`src/design/gie_regs.vh`:
```
// Constants for the global interrupt enable control block
`ifndef GIE_REGS_VH
`define GIE_REGS_VH
`define GIE_OPCODE 12'h658
`define GIE_SEL_DIS 32'h0000_0000
`define GIE_SEL_EN 32'h0000_0001
`define GIE_SEL_STAT 32'h0000_0002
`define GIE_CTL_BIT 0
`define GIE_CTL_RESET 32'h0000_0001
`define GIE_SETTLE_CYC 2'h2
`define GIE_ST_IDLE 2'h0
`define GIE_ST_SETTLE 2'h1
`define GIE_ST_DONE 2'h2
`endif

```
`src/design/gie_settle.v`:
```
// Settle pipeline: holds the applied disable bit and counts settle cycles
`timescale 1ns/1ps
`include "gie_regs.vh"
module gie_settle (
  // Clock, reset, enable
  input wire mclk_i,
  input wire srst_i,
  input wire ce_i,
  // Control
  input wire load_i,
  input wire dis_i,
  // Status
  output reg dis_o,
  output reg busy_o
);
  reg [1:0] cnt;

  always @(posedge mclk_i)
  begin
    if (srst_i)
    begin
      dis_o <= 1'b1;
      busy_o <= 1'b0;
      cnt <= 2'h0;
    end
    else if (ce_i)
    begin
      if (load_i)
      begin
        dis_o <= dis_i;
        busy_o <= 1'b1;
        cnt <= `GIE_SETTLE_CYC;
      end
      else if (cnt != 2'h0)
      begin
        cnt <= cnt - 2'h1;
        busy_o <= (cnt != 2'h1);
      end
    end
  end
endmodule // gie_settle

```
`src/design/gie_ctl.v`:
```
// Global interrupt enable control instruction execution unit
// Contract
// [RULE1] Selector 0 sets the disable bit
// [RULE2] Selector 1 clears the disable bit
// [RULE3] Selector 2 only reports, no change
// [RULE4] Destination gets previous enable state
// [RULE5] Changed state settles before completion
// [RULE6] Non-supervisor execution raises type fault
// [RULE7] Decode register-format opcode 658H
`timescale 1ns/1ps
`include "gie_regs.vh"
module gie_ctl (
  // Clock, reset, enable
  input wire mclk_i,
  input wire srst_i,
  input wire ce_i,
  // Instruction issue
  input wire issue_i,
  input wire [11:0] opcode_i,
  input wire reg_fmt_i,
  input wire [31:0] selector_operand_i,
  input wire [4:0] dst_idx_i,
  input wire supervisor_i,
  // Completion
  output reg done_o,
  output reg busy_o,
  output reg wb_en_o,
  output reg [4:0] wb_idx_o,
  output reg [31:0] wb_data_o,
  output reg privilege_type_fault_o,
  output reg invalid_operand_fault_o,
  // Interrupt control register state
  output reg [31:0] interrupt_control_register_o,
  output reg irq_accept_en_o
);
  // State codes
  localparam [1:0] ST_IDLE = `GIE_ST_IDLE;
  localparam [1:0] ST_SETTLE = `GIE_ST_SETTLE;
  localparam [1:0] ST_DONE = `GIE_ST_DONE;
  // Selector classes
  localparam [1:0] CLS_DIS = 2'h0;
  localparam [1:0] CLS_EN = 2'h1;
  localparam [1:0] CLS_STAT = 2'h2;
  localparam [1:0] CLS_BAD = 2'h3;

  // Current state
  reg [1:0] state;
  reg [31:0] icr;
  reg [4:0] idx;
  reg old_en;
  reg load;
  reg new_dis;
  // Next values
  reg [1:0] next_state;
  reg [31:0] next_icr;
  reg [4:0] next_idx;
  reg next_old_en;
  reg next_load;
  reg next_new_dis;
  reg next_done;
  reg next_busy;
  reg next_wb_en;
  reg [4:0] next_wb_idx;
  reg [31:0] next_wb_data;
  reg next_priv_fault;
  reg next_inv_fault;
  // Settle stage and decode
  wire settle_dis;
  wire settle_busy;
  wire hit;
  wire [1:0] cls;

  // Enable state is the inverse of the disable bit
  function en_of;
    input dis;
    begin
      en_of = ~dis;
    end
  endfunction

  // Whole word must match; stray high bits are not masked
  function [1:0] sel_class;
    input [31:0] sel;
    begin
      if (sel == `GIE_SEL_DIS)
        sel_class = CLS_DIS;
      else if (sel == `GIE_SEL_EN)
        sel_class = CLS_EN;
      else if (sel == `GIE_SEL_STAT)
        sel_class = CLS_STAT;
      else
        sel_class = CLS_BAD;
    end
  endfunction

  assign hit = issue_i && reg_fmt_i && (opcode_i == `GIE_OPCODE); // RULE7
  assign cls = sel_class(selector_operand_i);

  gie_settle u_settle (
    .mclk_i(mclk_i),
    .srst_i(srst_i),
    .ce_i(ce_i),
    .load_i(load),
    .dis_i(new_dis),
    .dis_o(settle_dis),
    .busy_o(settle_busy)
  );

  always @*
  begin
    next_state = state;
    next_icr = icr;
    next_idx = idx;
    next_old_en = old_en;
    next_load = 1'b0;
    next_new_dis = new_dis;
    next_done = 1'b0;
    next_busy = busy_o;
    next_wb_en = 1'b0;
    next_wb_idx = wb_idx_o;
    next_wb_data = wb_data_o;
    next_priv_fault = 1'b0;
    next_inv_fault = 1'b0;
    case (state)
      ST_IDLE:
      begin
        if (hit)
        begin
          next_idx = dst_idx_i;
          next_old_en = en_of(icr[`GIE_CTL_BIT]); // RULE4
          if (!supervisor_i)
          begin
            // Fault leaves the enable state untouched
            next_priv_fault = 1'b1; // RULE6
            next_done = 1'b1;
          end
          else
          begin
            case (cls)
              CLS_DIS:
              begin
                next_icr[`GIE_CTL_BIT] = 1'b1; // RULE1
                next_new_dis = 1'b1;
                next_load = 1'b1;
                next_busy = 1'b1;
                next_state = ST_SETTLE;
              end
              CLS_EN:
              begin
                next_icr[`GIE_CTL_BIT] = 1'b0; // RULE2
                next_new_dis = 1'b0;
                next_load = 1'b1;
                next_busy = 1'b1;
                next_state = ST_SETTLE;
              end
              CLS_STAT:
              begin
                next_busy = 1'b1; // RULE3
                next_state = ST_DONE;
              end
              default:
              begin
                // Undefined selectors fault rather than guess
                next_inv_fault = 1'b1;
                next_done = 1'b1;
              end
            endcase
          end
        end
      end
      ST_SETTLE:
      begin
        // Wait until the settle stage holds the new bit
        if (!load && !settle_busy && settle_dis == new_dis)
          next_state = ST_DONE; // RULE5
      end
      ST_DONE:
      begin
        next_wb_en = 1'b1;
        next_wb_idx = idx;
        next_wb_data = {31'h0000_0000, old_en}; // RULE4
        next_done = 1'b1;
        next_busy = 1'b0;
        next_state = ST_IDLE;
      end
      default:
        next_state = ST_IDLE;
    endcase
  end

  always @(posedge mclk_i)
  begin
    if (srst_i)
    begin
      state <= ST_IDLE;
      icr <= `GIE_CTL_RESET;
      idx <= 5'h00;
      old_en <= 1'b0;
      load <= 1'b0;
      new_dis <= 1'b1;
      done_o <= 1'b0;
      busy_o <= 1'b0;
      wb_en_o <= 1'b0;
      wb_idx_o <= 5'h00;
      wb_data_o <= 32'h0000_0000;
      privilege_type_fault_o <= 1'b0;
      invalid_operand_fault_o <= 1'b0;
      interrupt_control_register_o <= `GIE_CTL_RESET;
      irq_accept_en_o <= 1'b0;
    end
    else if (ce_i)
    begin
      // Low enable holds every register, pulses included
      state <= next_state;
      icr <= next_icr;
      idx <= next_idx;
      old_en <= next_old_en;
      load <= next_load;
      new_dis <= next_new_dis;
      done_o <= next_done;
      busy_o <= next_busy;
      wb_en_o <= next_wb_en;
      wb_idx_o <= next_wb_idx;
      wb_data_o <= next_wb_data;
      privilege_type_fault_o <= next_priv_fault;
      invalid_operand_fault_o <= next_inv_fault;
      interrupt_control_register_o <= icr;
      // Acceptance follows the settled copy, not the register
      irq_accept_en_o <= en_of(settle_dis); // RULE5
    end
  end
endmodule // gie_ctl

```
`config.mk`:
```
export PLATFORM = sky130hd
export DESIGN_NAME = gie_ctl
export DESIGN_NICKNAME = d
export VERILOG_FILES = /design/src/design/gie_settle.v /design/src/design/gie_ctl.v
export VERILOG_INCLUDE_DIRS = /design/src /design/src/design
export SDC_FILE = /design/constraint.sdc
export NUM_CORES = 1
export LEC_CHECK = 0
export BUFFER_PORTS_ARGS = -buffer_cell sky130_fd_sc_hd__buf_4
export CAP_MARGIN = 40
export CORE_MARGIN = 2
export CORE_UTILIZATION = 43
export DETAILED_ROUTE_END_ITERATION = 16
export MAX_ROUTING_LAYER = met4
export PLACE_DENSITY = 0.85
export SYNTH_ARGS = -nofsm -noshare
export SYNTH_HDL_FRONTEND = slang
export SYNTH_HIERARCHICAL = 1
export SYNTH_SLANG_ARGS = --single-unit
```
`constraint.sdc`:
```
create_clock -name mclk_i -period 4.1 [get_ports mclk_i]
set_clock_uncertainty 0.1 [all_clocks]
set_input_delay 1.025 -clock mclk_i [delete_from_list [all_inputs] [get_ports mclk_i]]
set_output_delay 1.025 -clock mclk_i [all_outputs]
set_load 0.005 [all_outputs]
```
Word-level counts from Yosys, hierarchy flattened:

Cells that the tools add are included.

* add/subtract/negate cells: 1
* $mul: 0
* divide/modulo/power cells: 0
* magnitude comparators: 0
* equality and inequality tests: 14
* shifts and indexed selects: 0
* muxes and demuxes: 32
* bitwise operators: 2
* reductions and logical operators: 22

Operator list (number)
* 32-bit by 1-bit equality test with 1-bit output, second input constant: 1
* 32-bit by 2-bit equality test with 1-bit output, second input constant: 1
* 32-bit logical NOT: 1
* 1-bit two-way mux: 20
* 5-bit AND reduction: 3
* 2-bit two-way mux: 7
* 12-bit by 11-bit equality test with 1-bit output, second input constant: 1
* 2-bit inequality test, second input constant: 4
* 2-bit case mux with 2 select lines: 2
* 2-bit nonzero test: 4
* 1-bit case mux with 2 select lines: 3
* 2-bit AND reduction: 3
* 2-bit by 1-bit equality test with 1-bit output, second input constant: 2
* 2-bit equality test, second input constant: 2
* 1-bit logical AND: 4
* 2-bit logical NOT: 2
* 3-bit by 2-bit inequality test with 1-bit output, second input constant: 1
* 3-bit AND reduction: 1
* 3-bit OR reduction: 1
* 1-bit logical NOT: 2
* 2-bit by 1-bit inequality test with 1-bit output, second input constant: 1
* 1-bit NOT: 2
* 2-bit OR reduction: 1
* 2-bit by 1-bit subtractor with 2-bit output, second input constant: 1
* 1-bit equality test: 1

* bits in registers: 27
* latch bits: 0
* RAM bits: 0
* ROM bits: 0
* bits of input ports: 55
* memories: 0

Logic depth before layout (Yosys ltp):

* word-level depth: 10
* gate-level depth with buffers: 6

Cells and area by module:

Netlist, hierarchy kept.

Modules (own cells, without submodules)
* gie_ctl: instances 1, cells each 191, area an instance 1496.4 um^2, seq. area each 460.4 um^2
* gie_settle: instances 1, cells each 20, area an instance 201.4 um^2, seq. area each 80.1 um^2

Least setup slack after synthesis:

OpenSTA, ideal clock, no wires.

* kind: input -> register
* start: input port opcode_i[1]
* end: register invalid_operand_fault_o
* setup time: 67 ps
* data arrival time: 2911 ps
* path slack: 1022 ps
* stages on the path: 6
* cells stage by stage: or4_1 -> or4_4 -> or3_1 -> buf_2 -> a211o_1 -> a21oi_2

* cells in the longest elaborated chain, start to end: 4

RTL lines
* from (decl): RTL line gie_ctl.v:19 `input wire [11:0] opcode_i,`
* 12-bit by 11-bit equality test with 1-bit output (no line)
* 1-bit logical AND: RTL line gie_ctl.v:96 `` assign hit = issue_i && reg_fmt_i && (opcode_i == `GIE_OPCODE); ``
* 1-bit two-way mux: RTL line gie_ctl.v:127 `if (hit)`
* 1-bit two-way mux: RTL line gie_ctl.v:124 `case (state)`
* to (signal assigned): RTL line gie_ctl.v:226 `invalid_operand_fault_o <= next_inv_fault;`
* to (decl): RTL line gie_ctl.v:31 `output reg invalid_operand_fault_o,`

Every way passes these cells.
A chain may end at the register's enable or synchronous reset.

Final worst setup path:

Same ends and word-level chain as after synthesis.

==> flow_summary_export.csv <==
group,metric,value,unit
sta,fin_tns_setup,0,ns
layout,nets,335,
cts,postCtsHoldBufs,0,
route,wl_per_cell,10.8,um
floorplanning,initial_core_util,45.7,%
synthesis,synth_seq_cells,27,
synthesis,yosys.area.top_type_share,31.8,%
route,vias,1509,
floorplanning,rows,22,
cts,ctsResizeCount,0,
synthesis,synth_compound_area_share,13.1,%
layout,nFillCells,352,
sta,slew_viol_final,0,
cts,cts_tree,"built",
placement,gp_congestion,0.762,
cts,numCtsBuffers,3,
cts,htree_levels,1,
setup_path,cp.arrival,3.11,ns
grt,grt_pass1_vias,1245,
cts,post-cts-setup-buffers,0,
synthesis,ys_seq_area_share,31.8,%
synthesis,synth_mux_area_share,1.18,%
synthesis,yosys-top-cells-count,"62 x buf_4, 29 x nand2_1, 27 x dfxtp_1",
route,detail-route-antenna-nets,0,
hold_path,hold_class,"reg2reg",
power_and_ir_drop,fin_total_pwr,0.000505,W
synthesis,synth_fa_ha_area_share,1.47,%
route,detail_route.iter0.violations,52,
synthesis,synth-main-ff-cell,"dfxtp_1",
synthesis,synth_edf_count,0,
placement,post-place-ws,0.825,ns
setup_path,worstSetupPathType,"in2reg",
sta,rsz0062_at_grt,"false",
route,routed_wl,3.52,mm
sta,slew_headroom,57.0,%
floorplanning,io_pins,130,
setup_path,cp.required,4.22,ns
floorplanning,core,3720,um2
synthesis,synth_area,1700,um2
route,first_pass_iters,4,
floorplanning,die_area,4470,um2
grt,grt_use_total,15.4,%
run,drv_cap,0,
synthesis,synth_top_cell_by_area,"dfxtp_1",
grt,grt_max_degree,28,
sta,finalSetupViolations,0,
sta,min_period_over_period,73.2,%
synthesis,async_flop_share,0,%
route,drc,0,
sta,finalHoldViolCount,0,
sta,tightest_slew,0.637,ns
layout,final_util,55.4,%
synthesis,synth-xor-area-share,0.516,%
synthesis,synth_most_common_cell,"buf_4",
synthesis,synth-simple-area-share,22.0,%
layout,antennaDiodeCount,0,
placement,port_buffers,67,
grt,overflow,0,
setup_path,crit_path_end_kind,"flop",
synthesis,synth_top_family_by_area,"buffers and inverters",
placement,dp_hpwl,2.86,mm
synthesis,syn_area_per_cell,8.05,um2
synthesis,ys_top_cells_by_area,"dfxtp_1 32%, buf_4 27%, nand2_1 6.4%, a21oi_1 5.3%, nand3_1 2.7%",
sta,finalWorstSetupSlack,1.10,ns
cts,cts.clk_slew.worst_paths,0.09,ns
sta,fmax,333,MHz
power_and_ir_drop,vdd_drop_max,0.161,mV
synthesis,syn_inst,211,
floorplanning,fp.dieW,66.8,um
cts,cts_buffer_depth,2,
route,avgViaCountPerCell,4.64,
cts,clock_latency,0.27,ns
floorplanning,die_h,66.8,um
grt,grt_pass1_wl,5.18,mm
cts,cts_sinks,27,
power_and_ir_drop,power.leakage,0.947,nW
run_status,status,"completed",
grt,antenna_found_initial,0,
layout,syn2layout_area_growth,21.1,%
synthesis,yosysWarnings,6,
power_and_ir_drop,powerDensity,246,nW/um2
cts,root_buffer,"clkbuf_8",
sta,final_period_minus_worst_setup_slack,3.00,ns
layout,layout-drive-gt1-share,27.4,%
setup_path,critPathLaunchType,"input pin",
setup_path,cp_max_fo,8,
synthesis,synth_cell_types,39,
where the power goes:
group	internal (W)	leakage, nW	switching, W
registers	0.000266	0.218	0.00000223
clock network	0.0000689	0.0217	0.0000811
logic	0.0000447	0.708	0.0000424
total	0.000379	0.947	0.000126
cell families after synthesis:
group                    after synthesis
buffers and inverters                 72
adder cells (fa/ha/maj)                2
multiplexers                           2
flip-flops                            27
AND/OR/NAND/NOR                       71
XOR/XNOR                               1
AO/OA/AOI/OAI                         35
other                                  1
critical path, cell delays in order:
cell and delay, ns:
buf_4 0.11, or4_1 0.51, or4_4 0.56, or3_1 0.50, a211o_1 0.28, a21oi_2 0.12
routing by layer:
layer | track usage [%] | wire length (um) | vias up
met5 | - | 0 | -
met4 | 4.59 | 47 | 0
met3 | 3.38 | 448 | 7
met2 | 27.1 | 1720 | 93
met1 | 17.5 | 1300 | 675
li1 | - | - | 734
worst paths after layout:
path	start	end	slack, ns	depth (start not counted)
worst max-delay path	opcode_i[1]	invalid_operand_fault_o	1.10	6
worst min-delay path	wb_idx_o[3]	wb_idx_o[3]	0.36	2
worst max register to register	state[1]	state[0]	2.44	4
worst min register to register	wb_idx_o[3]	wb_idx_o[3]	0.36	2
sequential cells by signal, indices dropped and copies added (netlist names), 2 cells and up:
name / count
idx: 5
u_settle/cnt: 2
state: 2
wb_idx_o: 5
metrics by stage:
step                area (um2)  cells  hold slack (ns)
floorplan                 1930    272            0.332
global placement          2010    321            0.343
detailed placement        2010    321            0.345
CTS                       2060    325            0.364
global route              2060    325            0.381
finish                    2060    325            0.362
placed cells by master, fill, tap and decap left out, drive strengths merged, types with 3 or more instances in the layout:
cell | netlist | routed
nor4 | 7 | 7
buf | 63 | 67
a22oi | 3 | 3
inv | 6 | 6
conb | 1 | 62
nand2b | 3 | 3
a211oi | 4 | 4
nand2 | 29 | 29
dfxtp | 27 | 27
a21oi | 19 | 19
nand3 | 9 | 9
clkbuf | 3 | 3
nor2 | 9 | 9
final cells by class:
cell class	instances	area, um2	area share [%]
Sequential cell	27	541	26.3
Tap cell	48	60.1	2.92
Clock buffer	3	41.3	2.01
Inverter	6	22.5	1.09
Clock inverter	1	7.51	0.365
Timing Repair Buffer	67	503	24.5
Multi-Input combinational cell	173	882	42.9
No activity file was read; power rests on OpenSTA's default activity.
